**config.mk**
```make
export PLATFORM = sky130hd
export DESIGN_NAME = dio_event_card
export DESIGN_NICKNAME = d
export VERILOG_FILES = /design/src/verilog/dio_event_card.v
export VERILOG_INCLUDE_DIRS = /design/src /design/src/verilog
export SDC_FILE = /design/constraint.sdc
export NUM_CORES = 1
export LEC_CHECK = 0
export BUFFER_PORTS_ARGS = -buffer_cell sky130_fd_sc_hd__buf_2
export CORE_MARGIN = 2
export CORE_UTILIZATION = 37
export DETAILED_ROUTE_END_ITERATION = 10
export GPL_ROUTABILITY_DRIVEN = 0
export PLACE_DENSITY = 0.51
export SETUP_SLACK_MARGIN = 0.15
export SYNTH_ARGS = -nofsm -noshare
export SYNTH_HDL_FRONTEND = slang
export SYNTH_SLANG_ARGS = --single-unit
```
**constraint.sdc**
```tcl
create_clock -name clk -period 3.15 [get_ports clk]
set_clock_uncertainty 0.05 [all_clocks]
set_input_delay 0.1575 -clock clk [delete_from_list [all_inputs] [get_ports clk]]
set_output_delay 0.1575 -clock clk [all_outputs]
set_load 0.01 [all_outputs]
```
**src/verilog/dio_event_map.vh**
```
// Register offsets, field positions, reset values and timing counts of the
// digital input/output event counter card. Definitions only.
`ifndef DIO_EVENT_MAP_VH
`define DIO_EVENT_MAP_VH

// ----------------------------------------------------------------------------
// Register offsets
// ----------------------------------------------------------------------------
`define A_OUT_DRIVE     8'h00
`define A_OUT_STAGE     8'h01
`define A_OUT_POINT     8'h02
`define A_IN_LIVE       8'h03
`define A_IN_CAPTURE    8'h04
`define A_STATUS        8'h05
`define A_CONFIG        8'h06
`define A_EDGE_SEL      8'h07
`define A_BOTH_SEL      8'h08
`define A_WRAP_SEL      8'h09
`define A_MASK          8'h0a
`define A_RECORD        8'h0b
`define A_STROBE        8'h0c
`define A_COUNT_BASE    8'h20
`define A_RELOAD_BASE   8'h30

// ----------------------------------------------------------------------------
// Field positions
// ----------------------------------------------------------------------------
`define CFG_EXT_BIT     0
`define CFG_RISE_BIT    8
`define ST_WAIT_BIT     0
`define WR_STROBE_BIT   16
`define PT_VALUE_BIT    0
`define PT_SEL_LSB      8
`define PT_SEL_MSB      11
`define SB_OUT_BIT      0
`define SB_IN_BIT       1

// ----------------------------------------------------------------------------
// Reset values and timing
// ----------------------------------------------------------------------------
`define RST_FIELD       16'h0000
`define RST_COUNT       8'h00
`define SCAN_PERIOD_NS  16000
`define CLK_PERIOD_NS   40
`define SCAN_CYCLES     ((`SCAN_PERIOD_NS / `CLK_PERIOD_NS) / 16)

`endif

```
**src/verilog/dio_event_card.v**
```verilog
// Digital input/output card with per-point event counters and scaled-event record.
// Assumes one clock, a host register port with read data one cycle later,
// and unsynchronised field inputs and strobe pin.
`timescale 1ns/1ps
`include "dio_event_map.vh"

module dio_event_card #(
    parameter integer SCAN_CYCLES = `SCAN_CYCLES
) (
    // Clock and reset
    input  wire        clk,
    input  wire        rstn,
    // Host register port
    input  wire [7:0]  addr,
    input  wire [31:0] wdata,
    input  wire        wr,
    input  wire        rd,
    input  wire        second_word,
    input  wire        irq_enable,
    output reg  [31:0] rdata,
    // Field pins
    input  wire [15:0] field_in,
    input  wire        ext_strobe,
    output reg  [15:0] field_out,
    output reg         irq
);

    // ------------------------------------------------------------------------
    // Pin synchronisers
    // ------------------------------------------------------------------------
    reg  [15:0] in_s1_q;
    reg  [15:0] in_s2_q;
    reg  [15:0] in_s3_q;
    reg  [15:0] in_q;
    reg  [2:0]  stb_s_q;
    reg         stb_q;
    reg         stb_prev_q;

    always @(posedge clk or negedge rstn) begin
        if (!rstn) begin
            in_s1_q <= `RST_FIELD;
            in_s2_q <= `RST_FIELD;
            in_s3_q <= `RST_FIELD;
            in_q    <= `RST_FIELD;
        end else begin
            in_s1_q <= field_in;
            in_s2_q <= in_s1_q;
            in_s3_q <= in_s2_q;
            in_q    <= (in_s2_q & in_s3_q) | (in_q & (in_s2_q ^ in_s3_q));
        end
    end

    always @(posedge clk or negedge rstn) begin
        if (!rstn) begin
            stb_s_q    <= 3'h0;
            stb_q      <= 1'b0;
            stb_prev_q <= 1'b0;
        end else begin
            stb_s_q    <= {stb_s_q[1:0], ext_strobe};
            stb_q      <= (stb_s_q[1] == stb_s_q[2]) ? stb_s_q[2] : stb_q;
            stb_prev_q <= stb_q;
        end
    end

    // ------------------------------------------------------------------------
    // Register decode
    // ------------------------------------------------------------------------
    reg  [15:0] stage_q;
    reg  [15:0] edge_sel_q;
    reg  [15:0] both_sel_q;
    reg  [15:0] wrap_sel_q;
    reg  [15:0] mask_q;
    reg  [15:0] record_q;
    reg  [15:0] capture_q;
    reg         ext_en_q;
    reg         rise_q;
    reg         wait_q;
    reg         irq_ff_q;

    wire        with_stb    = wdata[`WR_STROBE_BIT];
    wire        wr_field    = wr && (addr == `A_OUT_DRIVE);
    wire        wr_point    = wr && (addr == `A_OUT_POINT);
    wire        wr_strobe   = wr && (addr == `A_STROBE);
    wire [3:0]  pt_sel      = wdata[`PT_SEL_MSB:`PT_SEL_LSB];
    wire        rd_capture  = rd && (addr == `A_IN_CAPTURE);
    wire        rd_record   = rd && (addr == `A_RECORD);
    wire        wr_reload   = wr && (addr[7:4] == `A_RELOAD_BASE >> 4);
    wire        wr_edge_sel = wr && (addr == `A_EDGE_SEL);
    wire        wr_both_sel = wr && (addr == `A_BOTH_SEL);
    wire        wr_wrap_sel = wr && (addr == `A_WRAP_SEL);
    wire        wr_mask     = wr && (addr == `A_MASK);
    wire        wr_config   = wr && (addr == `A_CONFIG);
    wire        rd_with_stb = rd_capture && with_stb;

    // ------------------------------------------------------------------------
    // Strobe decode
    // ------------------------------------------------------------------------
    wire        out_strobe  = ((wr_field || wr_point) && with_stb)
                              || (wr_strobe && wdata[`SB_OUT_BIT]);
    wire        int_strobe  = (rd_capture && with_stb)
                              || (wr_strobe && wdata[`SB_IN_BIT]);
    wire        ext_edge    = rise_q ? (stb_q && !stb_prev_q) : (!stb_q && stb_prev_q);
    wire        cap_event   = ext_en_q ? ext_edge : int_strobe;

    // ------------------------------------------------------------------------
    // Output staging
    // ------------------------------------------------------------------------
    reg  [15:0] stage_d;
    always @* begin
        stage_d = stage_q;
        if (wr_field) begin
            stage_d = wdata[15:0];
        end else if (wr_point) begin
            stage_d[pt_sel] = wdata[`PT_VALUE_BIT];
        end
    end

    always @(posedge clk or negedge rstn) begin
        if (!rstn) begin
            stage_q   <= `RST_FIELD;
            field_out <= `RST_FIELD;
        end else begin
            stage_q <= stage_d;
            if (out_strobe) begin
                field_out <= stage_d;
            end
        end
    end

    // ------------------------------------------------------------------------
    // Event configuration registers
    // ------------------------------------------------------------------------
    always @(posedge clk or negedge rstn) begin
        if (!rstn) begin
            edge_sel_q <= `RST_FIELD;
        end else if (wr_edge_sel) begin
            edge_sel_q <= wdata[15:0];
        end
    end

    always @(posedge clk or negedge rstn) begin
        if (!rstn) begin
            both_sel_q <= `RST_FIELD;
        end else if (wr_both_sel) begin
            both_sel_q <= wdata[15:0];
        end
    end

    always @(posedge clk or negedge rstn) begin
        if (!rstn) begin
            wrap_sel_q <= `RST_FIELD;
        end else if (wr_wrap_sel) begin
            wrap_sel_q <= wdata[15:0];
        end
    end

    always @(posedge clk or negedge rstn) begin
        if (!rstn) begin
            mask_q <= `RST_FIELD;
        end else if (wr_mask) begin
            mask_q <= wdata[15:0];
        end
    end

    always @(posedge clk or negedge rstn) begin
        if (!rstn) begin
            ext_en_q <= 1'b0;
            rise_q   <= 1'b0;
        end else if (wr_config) begin
            ext_en_q <= wdata[`CFG_EXT_BIT];
            rise_q   <= wdata[`CFG_RISE_BIT];
        end
    end

    // ------------------------------------------------------------------------
    // Input capture and strobe wait status
    // ------------------------------------------------------------------------
    always @(posedge clk or negedge rstn) begin
        if (!rstn) begin
            capture_q <= `RST_FIELD;
            wait_q    <= 1'b1;
        end else if (cap_event && (wait_q || rd_with_stb)) begin
            capture_q <= in_q;
            wait_q    <= rd_capture;
        end else if (rd_capture) begin
            wait_q <= 1'b1;
        end
    end

    // ------------------------------------------------------------------------
    // Event scanner
    // ------------------------------------------------------------------------
    reg  [3:0]  scan_pt_q;
    reg  [15:0] tick_q;
    wire        tick = (tick_q == SCAN_CYCLES[15:0] - 16'h0001);

    always @(posedge clk or negedge rstn) begin
        if (!rstn) begin
            tick_q    <= 16'h0000;
            scan_pt_q <= 4'h0;
        end else begin
            tick_q <= tick ? 16'h0000 : tick_q + 16'h0001;
            if (tick) begin
                scan_pt_q <= scan_pt_q + 4'h1;
            end
        end
    end

    // ------------------------------------------------------------------------
    // Per-point detection, counting and recording
    // ------------------------------------------------------------------------
    wire [15:0] scaled;
    wire [7:0]  count [0:15];
    wire [7:0]  reload [0:15];

    genvar g;
    generate
        for (g = 0; g < 16; g = g + 1) begin : point
            reg  [7:0] count_q;
            reg  [7:0] reload_q;
            reg        past_bit_q;
            wire       sample = tick && (scan_pt_q == g);
            wire       change = sample && (in_q[g] != past_bit_q);
            wire       hit    = change && (both_sel_q[g]
                                 || (in_q[g] == edge_sel_q[g]));
            wire       load   = wr_reload && (addr[3:0] == g);
            assign scaled[g] = hit && (count_q == 8'hff);
            assign count[g]  = count_q;
            assign reload[g] = reload_q;
            always @(posedge clk or negedge rstn) begin
                if (!rstn) begin
                    past_bit_q <= 1'b0;
                    count_q    <= `RST_COUNT;
                    reload_q   <= `RST_COUNT;
                end else begin
                    if (sample) begin
                        past_bit_q <= in_q[g];
                    end
                    if (load) begin
                        reload_q <= wdata[7:0];
                        count_q  <= wdata[7:0];
                    end else if (hit) begin
                        if (count_q != 8'hff) begin
                            count_q <= count_q + 8'h01;
                        end else if (wrap_sel_q[g]) begin
                            count_q <= reload_q;
                        end else begin
                            count_q <= 8'h00;
                        end
                    end
                end
            end
        end
    endgenerate

    // ------------------------------------------------------------------------
    // Scaled-event record and interrupt
    // ------------------------------------------------------------------------
    wire [15:0] unmasked = scaled & mask_q;
    wire [15:0] kept     = rd_record ? 16'h0000 : record_q;
    wire        any_new  = (unmasked != 16'h0000);

    always @(posedge clk or negedge rstn) begin
        if (!rstn) begin
            record_q <= `RST_FIELD;
        end else begin
            record_q <= kept | unmasked;
        end
    end

    always @(posedge clk or negedge rstn) begin
        if (!rstn) begin
            irq_ff_q <= 1'b0;
        end else if (any_new) begin
            irq_ff_q <= 1'b1;
        end else if (rd_record) begin
            irq_ff_q <= 1'b0;
        end
    end

    always @(posedge clk or negedge rstn) begin
        if (!rstn) begin
            irq <= 1'b0;
        end else begin
            irq <= irq_enable && (irq_ff_q || any_new)
                   && !(rd_record && !any_new);
        end
    end

    // ------------------------------------------------------------------------
    // Read data
    // ------------------------------------------------------------------------
    reg  [31:0] rdata_d;
    always @* begin
        rdata_d = 32'h00000000;
        case (addr)
            `A_OUT_DRIVE:  rdata_d = second_word ? {16'h0000, stage_q}
                                                 : {16'h0000, field_out};
            `A_OUT_STAGE:  rdata_d = {16'h0000, stage_q};
            `A_IN_LIVE:    rdata_d = {16'h0000, in_q};
            `A_IN_CAPTURE: rdata_d = {16'h0000, (cap_event && with_stb) ? in_q : capture_q};
            `A_STATUS:     rdata_d = {31'h00000000, wait_q};
            `A_CONFIG:     rdata_d = {23'h000000, rise_q, 7'h00, ext_en_q};
            `A_EDGE_SEL:   rdata_d = {16'h0000, edge_sel_q};
            `A_BOTH_SEL:   rdata_d = {16'h0000, both_sel_q};
            `A_WRAP_SEL:   rdata_d = {16'h0000, wrap_sel_q};
            `A_MASK:       rdata_d = {16'h0000, mask_q};
            `A_RECORD:     rdata_d = {16'h0000, record_q | unmasked};
            default: begin
                if (addr[7:4] == `A_COUNT_BASE >> 4) begin
                    rdata_d = {24'h000000, count[addr[3:0]]};
                end else if (addr[7:4] == `A_RELOAD_BASE >> 4) begin
                    rdata_d = {24'h000000, reload[addr[3:0]]};
                end
            end
        endcase
    end

    always @(posedge clk or negedge rstn) begin
        if (!rstn) begin
            rdata <= 32'h00000000;
        end else begin
            rdata <= rd ? rdata_d : 32'h00000000;
        end
    end

endmodule

```
# Word-level counts from Yosys, hierarchy flattened
# Cells that the tools add are included.
# totals
romBits	0
ramBits	0
ff_bits	526
wordCells	449
output_inout_bits	49
mem_count	0
latch_bits	0
in_bits	63
# op_classes
mux	89
n_mul	0
shift	0
n_addsub	18
div_mod_pow	0
n_eq_ne	110
n_bitwise	8
reduce_logical	150
magnitude_cmp	3
# ops
operator	n
two-way mux 8 bit	69
one-hot mux 32 bit (11 select lines)	1
adder 8 x 1 -> 8 bit, second input constant	16
equality test 8 bit, second input constant	16
inequality test 8 bit, second input constant	16
logical AND 1 bit	103
two-way mux 16 bit	6
binary-select mux 8 bit (select 4 bit)	2
equality test 4 bit, second input constant	16
two-way mux 32 bit	2
AND 16 bit	3
OR 16 bit	3
equality test 8 x 4 -> 1 bit, second input constant	5
nonzero test 2 bit	18
equality test 4 x 3 -> 1 bit, second input constant	8
equality test 8 x 3 -> 1 bit, second input constant	4
equality test 4 x 2 -> 1 bit, second input constant	6
logical OR 1 bit	21
equality test 1 bit	17
adder 16 x 1 -> 16 bit, second input constant	1
bitwise mux 16 bit	1
equality test 16 x 5 -> 1 bit, second input constant	1
equality test 8 x 2 -> 1 bit, second input constant	2
inequality test 1 bit	16
other kinds (14)	25

# Depth between registers and ports, before layout
# Gate-level depths: netlist (run 1).
# depth
word_depth	11
depth_mapped	11
depth_no_buf	8

# Least setup slack after synthesis (run 1)
# No wires, ideal clock.
# synth_timing
kind	reg-to-reg
from	register stb_q
to	register rdata[4]
required_ps	2955
setup_time_ps	145
path_slack_ps	940
path_stages_with_launch	7
synth_period_minus_slack_ps	2210
n_path_buf	0
t_arrival_ps	2015
cell_sequence	dfrtp_1 > or3b_2 > a31o_2 > a21oi_2 > mux2_2 > a221oi_1 > a32oi_1
# synth_via
elab_chain_len	8
elab_cells_between_ends	9
cone_classes	mux: 5; reduce/logical: 4
# synth_rtl
item	line_no	source
start: declaration	dio_event_card.v:36	reg stb_q;
start signal: assignment	dio_event_card.v:60	stb_q <= (stb_s_q[1] == stb_s_q[2]) ? stb_s_q[2] : stb_q;
zero test 1 bit	dio_event_card.v:102	wire ext_edge = rise_q ? (stb_q && !stb_prev_q) : (!stb_q && stb_prev_q);
logical AND 1 bit	dio_event_card.v:102	
two-way mux 1 bit (*)	dio_event_card.v:102	
two-way mux 1 bit (*)	dio_event_card.v:103	wire cap_event = ext_en_q ? ext_edge : int_strobe;
logical AND 1 bit (*)	dio_event_card.v:301	`A_IN_CAPTURE: rdata_d = {16'h0000, (cap_event && with_stb) ? in_q : capture_q};
two-way mux 16 bit (*)	dio_event_card.v:301	
one-hot mux 32 bit (11 select lines) (*)	dio_event_card.v:296	case (addr)
two-way mux 32 bit (*)	dio_event_card.v:323	rdata <= rd ? rdata_d : 32'h00000000;
end signal: assignment	dio_event_card.v:323	
end: declaration	dio_event_card.v:20	output reg [31:0] rdata,
# Mark *: on every way between the ends. The rest lies on a longest branch, timed or not.
# A chain may end at the register's enable or synchronous reset.

# Worst setup path after layout (run 1)
# layout_timing
from	register stb_q
to	register rdata[7]
# The elaborated chain is that of the path after synthesis.

==> results of run 1 <==
-- worst paths after layout --
kind	start	end	slack, ns	cells past startpoint
setup / recovery	stb_q	rdata[7]	0.24	6
hold / removal	wdata[3]	point[14].reload_q[3]	0.01	3
setup reg to reg	stb_q	rdata[7]	0.24	6
hold reg to reg	in_s1_q[11]	in_s2_q[11]	0.30	0
max in group asynchronous	rstn	point[5].count_q[3]	2.17	4
min in group asynchronous	rstn	wrap_sel_q[5]	0.11	3
-- layer usage --
| layer | GRT usage [%] | vias up | part of all wire [%] |
|---|---|---|---|
| met5 | 0 | - | 0.013 |
| met4 | 9.59 | 2 | 3.8 |
| met3 | 5.04 | 199 | 8.9 |
| met2 | 40.3 | 1054 | 45 |
| met1 | 37.4 | 11678 | 43 |
| li1 | - | 10228 | - |
-- where the power goes --
group | internal [mW] | switching [mW]
Sequential | 6.90 | 0.473
Clock | 4.09 | 2.96
Combinational | 0.689 | 0.981
-- cell type report --
class | instances | area (sq um)
fill | 6948 | 41500
multi-input combinational | 2004 | 13500
sequential | 510 | 12800
timing repair buffer | 237 | 1810
clock buffer | 82 | 1660
tap | 959 | 1200
clock inverter | 23 | 323
inverter | 48 | 180
antenna | 1 | 2.50
-- timing repair --
| action | CTS | global route |
|---|---|---|
| setup buffers | 0 | 1 |
| setup endpoints to repair | 0 | 6 |
| hold buffers | 34 | 0 |
| hold endpoints to repair | 502 | 0 |
| gates resized for setup | 0 | 1 |
-- logic make-up (layout without fill, tap and decap cells) --
logic type / count (synthesis) / count (layout)
other: 1 / 17
adder cells (fa/ha/maj): 39 / 39
flip-flops: 510 / 510
XOR/XNOR: 27 / 27
AO/OA/AOI/OAI: 575 / 575
buffers and inverters: 231 / 390
multiplexers: 251 / 251
AND/OR/NAND/NOR: 1096 / 1096
-- worst min-delay path, delay by kind of cell --
family / cells / cell delay, ns
simple gates: 2 / 0.18
buf+inv: 1 / 0.33
-- stage by stage --
| step | util, % | std cells | instance area [sq um] | worst slack [ns] | total power [mW] |
|---|---|---|---|---|---|
| after detailed placement | 39.9 | 3723 | 29100 | 0.268 | 9.09 |
| after CTS | 43.1 | 3862 | 31400 | 0.315 | 16.2 |
| final | 43.1 | 3864 | 31500 | 0.242 | 16.1 |
| after global placement | 39.9 | 3723 | 29100 | 0.316 | 9.05 |
| after floorplan | - | 2745 | 27300 | 0.940 | 8.29 |
| after global routing | 43.1 | 3863 | 31400 | 0.168 | 16.7 |
-- layout by cell type (no fill, tap or decap), types with 29 or more instances in the layout --
cell type,netlist,layout
a21oi_1,87,87
a31oi_1,40,40
and3_1,50,50
and4_1,33,33
buf_2,39,77
buf_4,23,115
clkbuf_16,0,57
dfrtp_1,509,509
dlygate4sd3_1,0,33
ha_1,38,38
inv_1,48,48
mux2_2,110,110
mux2i_1,53,53
mux4_2,80,80
nand2_1,526,526
nand2b_1,34,34
nand3_1,135,135
nand4_1,45,45
nor2_1,137,137
nor2b_1,31,31
nor3_1,30,29
o21ai_0,180,180
o31ai_1,31,31
==> summary.txt, run 1 <==
Logic synthesis
  • #FFs+latches synth: 510
  • List of most frequent post-synthesis cells: nand2_1, dfrtp_1, o21ai_0, nor2_1, nand3_1
  • Main combinational cell family by area after synthesis: simple AND/OR/NAND/NOR gates
  • Yosys top cell area share: 46.8%
  • Post-synth ARST share: 100%
  • Netlist cell types: 88
  • Top cells by area, synth: dfrtp_1, nand2_1, mux4_2
  • Yosys warns: 0
  • Top_reg_cell synth: dfrtp_1
  • Multiplexer share of the synthesized area: 13.4%
  • Netlist Area Pre-Place: 0.0272 sq mm
  • Synth Instances: 2,730
  • Synth Area in Compound Gates: 13.8%
  • EDFF count, synth: 0
  • Most numerous cell in the Yosys netlist: nand2_1
  • Adder-cell share of the synthesized area: 1.78%
  • Area leader, netlist: dfrtp_1
  • Seq/Total Area, Yosys: 46.9%
  • Xor/xnor share of the synthesized area: 0.868%
  • Synth Area in Simple Gates: 19.4%
  • Mean Syn Cell Area: 9.97 sq um

STA
  • Final setup violation count: 0
  • Hold violation total from the final report: 0
  • Post-route clock period utilization: 92.3%
  • RSZ-0062 raised after global routing: no
  • Setup TNS: 0 ns
  • Fin crit period: 2.91 ns
  • Worst-Margin Slew: 1.23 ns
  • Max-slew headroom: 18.0%
  • Worst hold margin: 0.0146 ns
  • Fmax: 344 MHz
  • Fin. max-slew vios: 0

GRT
  • Initial antenna violation count: 4
  • Total track usage: 26.4%
  • First-pass GRT wire length: 148,000 um
  • Largest net degree at the start of global routing: 115
  • Vias in the first global route: 22,148
  • Residual overflow from global routing: 0

Layout
  • Share of cells above drive strength 1: 18.3%
  • Biggest regs: point.count_q x128, point.reload_q x128
  • Area grow syn2layout: 15.5%
  • Nets: 2,959

Floorplanning
  • Ports: 112
  • Chip Height: 275 um
  • Die Area: 0.0758 sq mm
  • Site Rows: 99
  • Initial core utilization: 37.3%
  • Die Wd: 275 um
  • Core Region: 0.0730 sq mm

Clock network
  • H-tree levels: 2
  • CTS Buffer Depth: 3
  • CTS sink count: 510
  • Clock Latency Late Sink: 0.67 ns
  • CTS Buf Count: 57
  • Root buf cell: clkbuf_16
  • Clock Pin Slew Worst Setup and Hold Paths: 0.06 ns
  • TritonCTS clock tree: yes

Setup path
  • Worst Setup Start Kind: register
  • Type of the worst setup path: register to register
  • Max incr delay on CP: 0.88 ns
  • Crit. End Element: register
  • Worst-path maximum fanout: 13
  • CP max-delay cell: a21oi_2
  • Worst path bufs/invs: 1
  • Worst EP arrival: 3.38 ns
  • WP data required: 3.62 ns
  • Critical-path cell list: or3b_2, a31o_2, a21oi_2, o21ai_0, buf_4, o32a_1
  • CP top delay family: compound AO/OA/AOI/OAI gates

Placed design
  • Number of buffers added on ports: 80
  • Hpwl dp: 73,100 um

Detailed routing
  • Routed Antenna Nets: 0
  • DRT Pass-1 Iters: 8
  • Via Count: 23,161
  • Residual DRC: 0
  • 1st-iter DRT viols: 2,336
  • Vias per cell: 5.99
  • DR WL/cell: 25.8 um
  • Wirelength, routed: 99,900 um

Job
  • Number of max-cap violations: 0

Power and ir drop
  • P per Cell Area: 512 mW/mm^2
  • Peak supply drop: 436 uV
  • Pleak: 14.3 nW

Min path
  • Hold crit path type: primary input to register

Outcome
  • Outcome: finished, final reports clean
Note: power is estimated with default switching activity, not from simulation.
==> inputs of run 2 (changes only) <==
==> constraint.sdc (replaced) <==
create_clock -name clk -period 3.19 [get_ports clk]
set_clock_uncertainty 0.05 [all_clocks]
set_input_delay 0.1595 -clock clk [delete_from_list [all_inputs] [get_ports clk]]
set_output_delay 0.1595 -clock clk [all_outputs]
set_load 0.05 [all_outputs]
==> run 2 against run 1 <==
  * Via count is 0.53% higher
  * Sequential power is 1% lower
  * Global-route usage is 0.11 points lower
  * Largest power group unchanged
==> summary.txt, run 2 (synthesized netlist as in run 1, its figures left out) <==
Power and ir drop
  • Reported net switching power: 4.42 mW (+0.26%)
  • P per Cell Area: 517 mW/mm^2 (+1.0%)
  • Internal power: 11.8 mW (+1.2%)
  • Clock network power share: 44.7% (+0.9 points)
  • Logic pwr share: 10.4% (about the same)
  • Pleak: 14.3 nW (-0.23%)
  • Peak supply drop: 433 uV (-0.69%)
  • Sequential power share: 44.9% (-0.9 points)
  • PnR Total Power: 16.2 mW (+0.95%)
  • Switching share of power: 27.2% (-0.19 points)

Clock network
  • CTS Buffer Depth: 3 (unchanged)
  • Clock Pin Slew Worst Setup and Hold Paths: 0.07 ns (about the same)
  • Clock Latency Late Sink: 0.66 ns (about the same)
  • Post-CTS Setup Bufs: 0 (unchanged)
  • CTS Buf Count: 57 (unchanged)
  • H-tree levels: 2 (unchanged)
  • CTS sink count: 510 (unchanged)
  • Hold-fix buffers at CTS: 31 (-8.8%)
  • TritonCTS clock tree: yes
  • Root buf cell: clkbuf_16
  • Resized cells post-CTS: 0 (unchanged)

Setup path
  • Path depth of the worst reg2reg path: 6 (unchanged)
  • Type of the worst setup path: register to register
  • RR Startpoint: rise_q
  • Worst-path maximum fanout: 13 (unchanged)
  • Crit. End Element: register
  • WP data required: 3.67 ns (+0.05 ns)
  • CP Launch Point: rise_q
  • Worst EP arrival: 3.42 ns (+0.04 ns)
  • Worst Setup Start Kind: register

Placed design
  • Number of buffers added on ports: 80 (unchanged)
  • Placed inst area: 0.0290 sq mm (-0.20%)
  • Place WS: 0.313 ns (+0.0449 ns)
  • Post-placement cell count: 3,717 (-0.16%)
  • Hpwl dp: 72,400 um (-0.95%)

STA
  • Post-route clock period utilization: 92.0% (-0.28 points)
  • Max-slew headroom: 9.47% (-8.6 points)
  • Hold violation total from the final report: 0 (unchanged)
  • Setup TNS: 0 ns (unchanged)
  • Fin crit period: 2.94 ns (+0.0280 ns)
  • Fin. max-slew vios: 0 (unchanged)
  • RSZ-0062 raised after global routing: no
  • Worst Setup Slack, final: 0.254 ns (+0.0120 ns)
  • Fmax: 341 MHz (-0.95%)
  • Worst hold margin: 0.0504 ns (+0.0357 ns)
  • Final setup violation count: 0 (unchanged)
  • Worst-Margin Slew: 1.36 ns (+0.129 ns)

Floorplanning
  • Chip Height: 275 um (unchanged)
  • Ports: 112 (unchanged)
  • Site Rows: 99 (unchanged)
  • Initial core utilization: 37.3% (unchanged)
  • Die Wd: 275 um (unchanged)
  • Die Area: 0.0758 sq mm (unchanged)
  • Core Region: 0.0730 sq mm (unchanged)

Layout
  • Filler cells: 6,911 (-0.53%)
  • Area grow syn2layout: 15.4% (about the same)
  • Most frequent cells in the layout: nand2_1, dfrtp_1, o21ai_0, nor2_1, nand3_1
  • Commonest non-fill, non-tap cell in the layout: nand2_1
  • Final Non-Filler Cells: 3,859 (-0.13%)
  • Nets: 2,949 (-0.34%)
  • Finished layout cell area: 0.0314 sq mm (about the same)
  • Core Util, Final: 43.1% (about the same)
  • Share of cells above drive strength 1: 18.0% (-0.26 points)
  • Biggest regs: point.count_q x128, point.reload_q x128

Detailed routing
  • Via Count: 23,284 (+0.53%)
  • Residual DRC: 0 (unchanged)
  • 1st-iter DRT viols: 2,648 (+13%)
  • Vias per cell: 6.03 (+0.66%)
  • Routed Antenna Nets: 0 (unchanged)
  • DR WL/cell: 25.9 um (+0.38%)
  • DRT Pass-1 Iters: 5 (-3)
  • Wirelength, routed: 100,000 um (+0.25%)

Min path
  • Hold crit path type: primary input to register
  • Hold Path Stages: 5 (+2)
  • Hold Path Origin: wr

GRT
  • Total track usage: 26.3% (-0.11 points)
  • First-pass GRT wire length: 147,000 um (-0.60%)
  • Initial antenna violation count: 5 (+1)
  • Largest net degree at the start of global routing: 93 (-19%)
  • Vias in the first global route: 21,847 (-1.4%)
  • Residual overflow from global routing: 0 (unchanged)

Job
  • Number of max-cap violations: 0 (unchanged)

Outcome
  • Outcome: finished, final reports clean
-- run 2: final cells by class --
class,count,area [sq um],share of cell area [%]
repair buffers,227,1710,5.44
multi-input cells,2004,13500,43.0
clock buffers,79,1600,5.09
clock inverters,28,468,1.49
inverters,48,180,0.573
well taps,959,1200,3.82
flip-flops and latches,510,12800,40.6
diodes,4,10.0,0.0318
-- run 2: worst paths after layout --
| check | endpoint | slack [ns] |
|---|---|---|
| setup / recovery | rdata[7] | 0.25 |
| hold / removal | stage_q[2] | 0.05 |
| setup reg to reg | rdata[7] | 0.25 |
| hold reg to reg | in_s2_q[9] | 0.30 |
| max in group asynchronous | point[1].count_q[6] | 1.95 |
| min in group asynchronous | point[0].count_q[7] | 0.07 |
-- run 2: power by group through the flow --
stage | combinational (mW) | clock [mW] | sequential, mW
after detailed placement | 1.64 | 0 | 7.39
after floorplan | 1.06 | 0 | 7.18
final | 1.69 | 7.27 | 7.29
after global routing | 1.84 | 7.67 | 7.32
after CTS | 1.68 | 7.38 | 7.27
after global placement | 1.61 | 0 | 7.38
-- run 2: critical path: stages, from the launching register on --
cell	delay [ns]
dfrtp_1	0.41
or3b_2	0.47
a31o_2	0.28
a21oi_2	0.97
o21ai_0	0.28
buf_4	0.21
o32a_1	0.16
-- run 2: layer usage --
metal	global-route usage, %	vias up	wire, um
met3	4.33	197	8390
li1	-	10198	-
met1	37.7	11820	43200
met5	0	-	27
met4	9.26	4	3760
met2	40.2	1065	44700
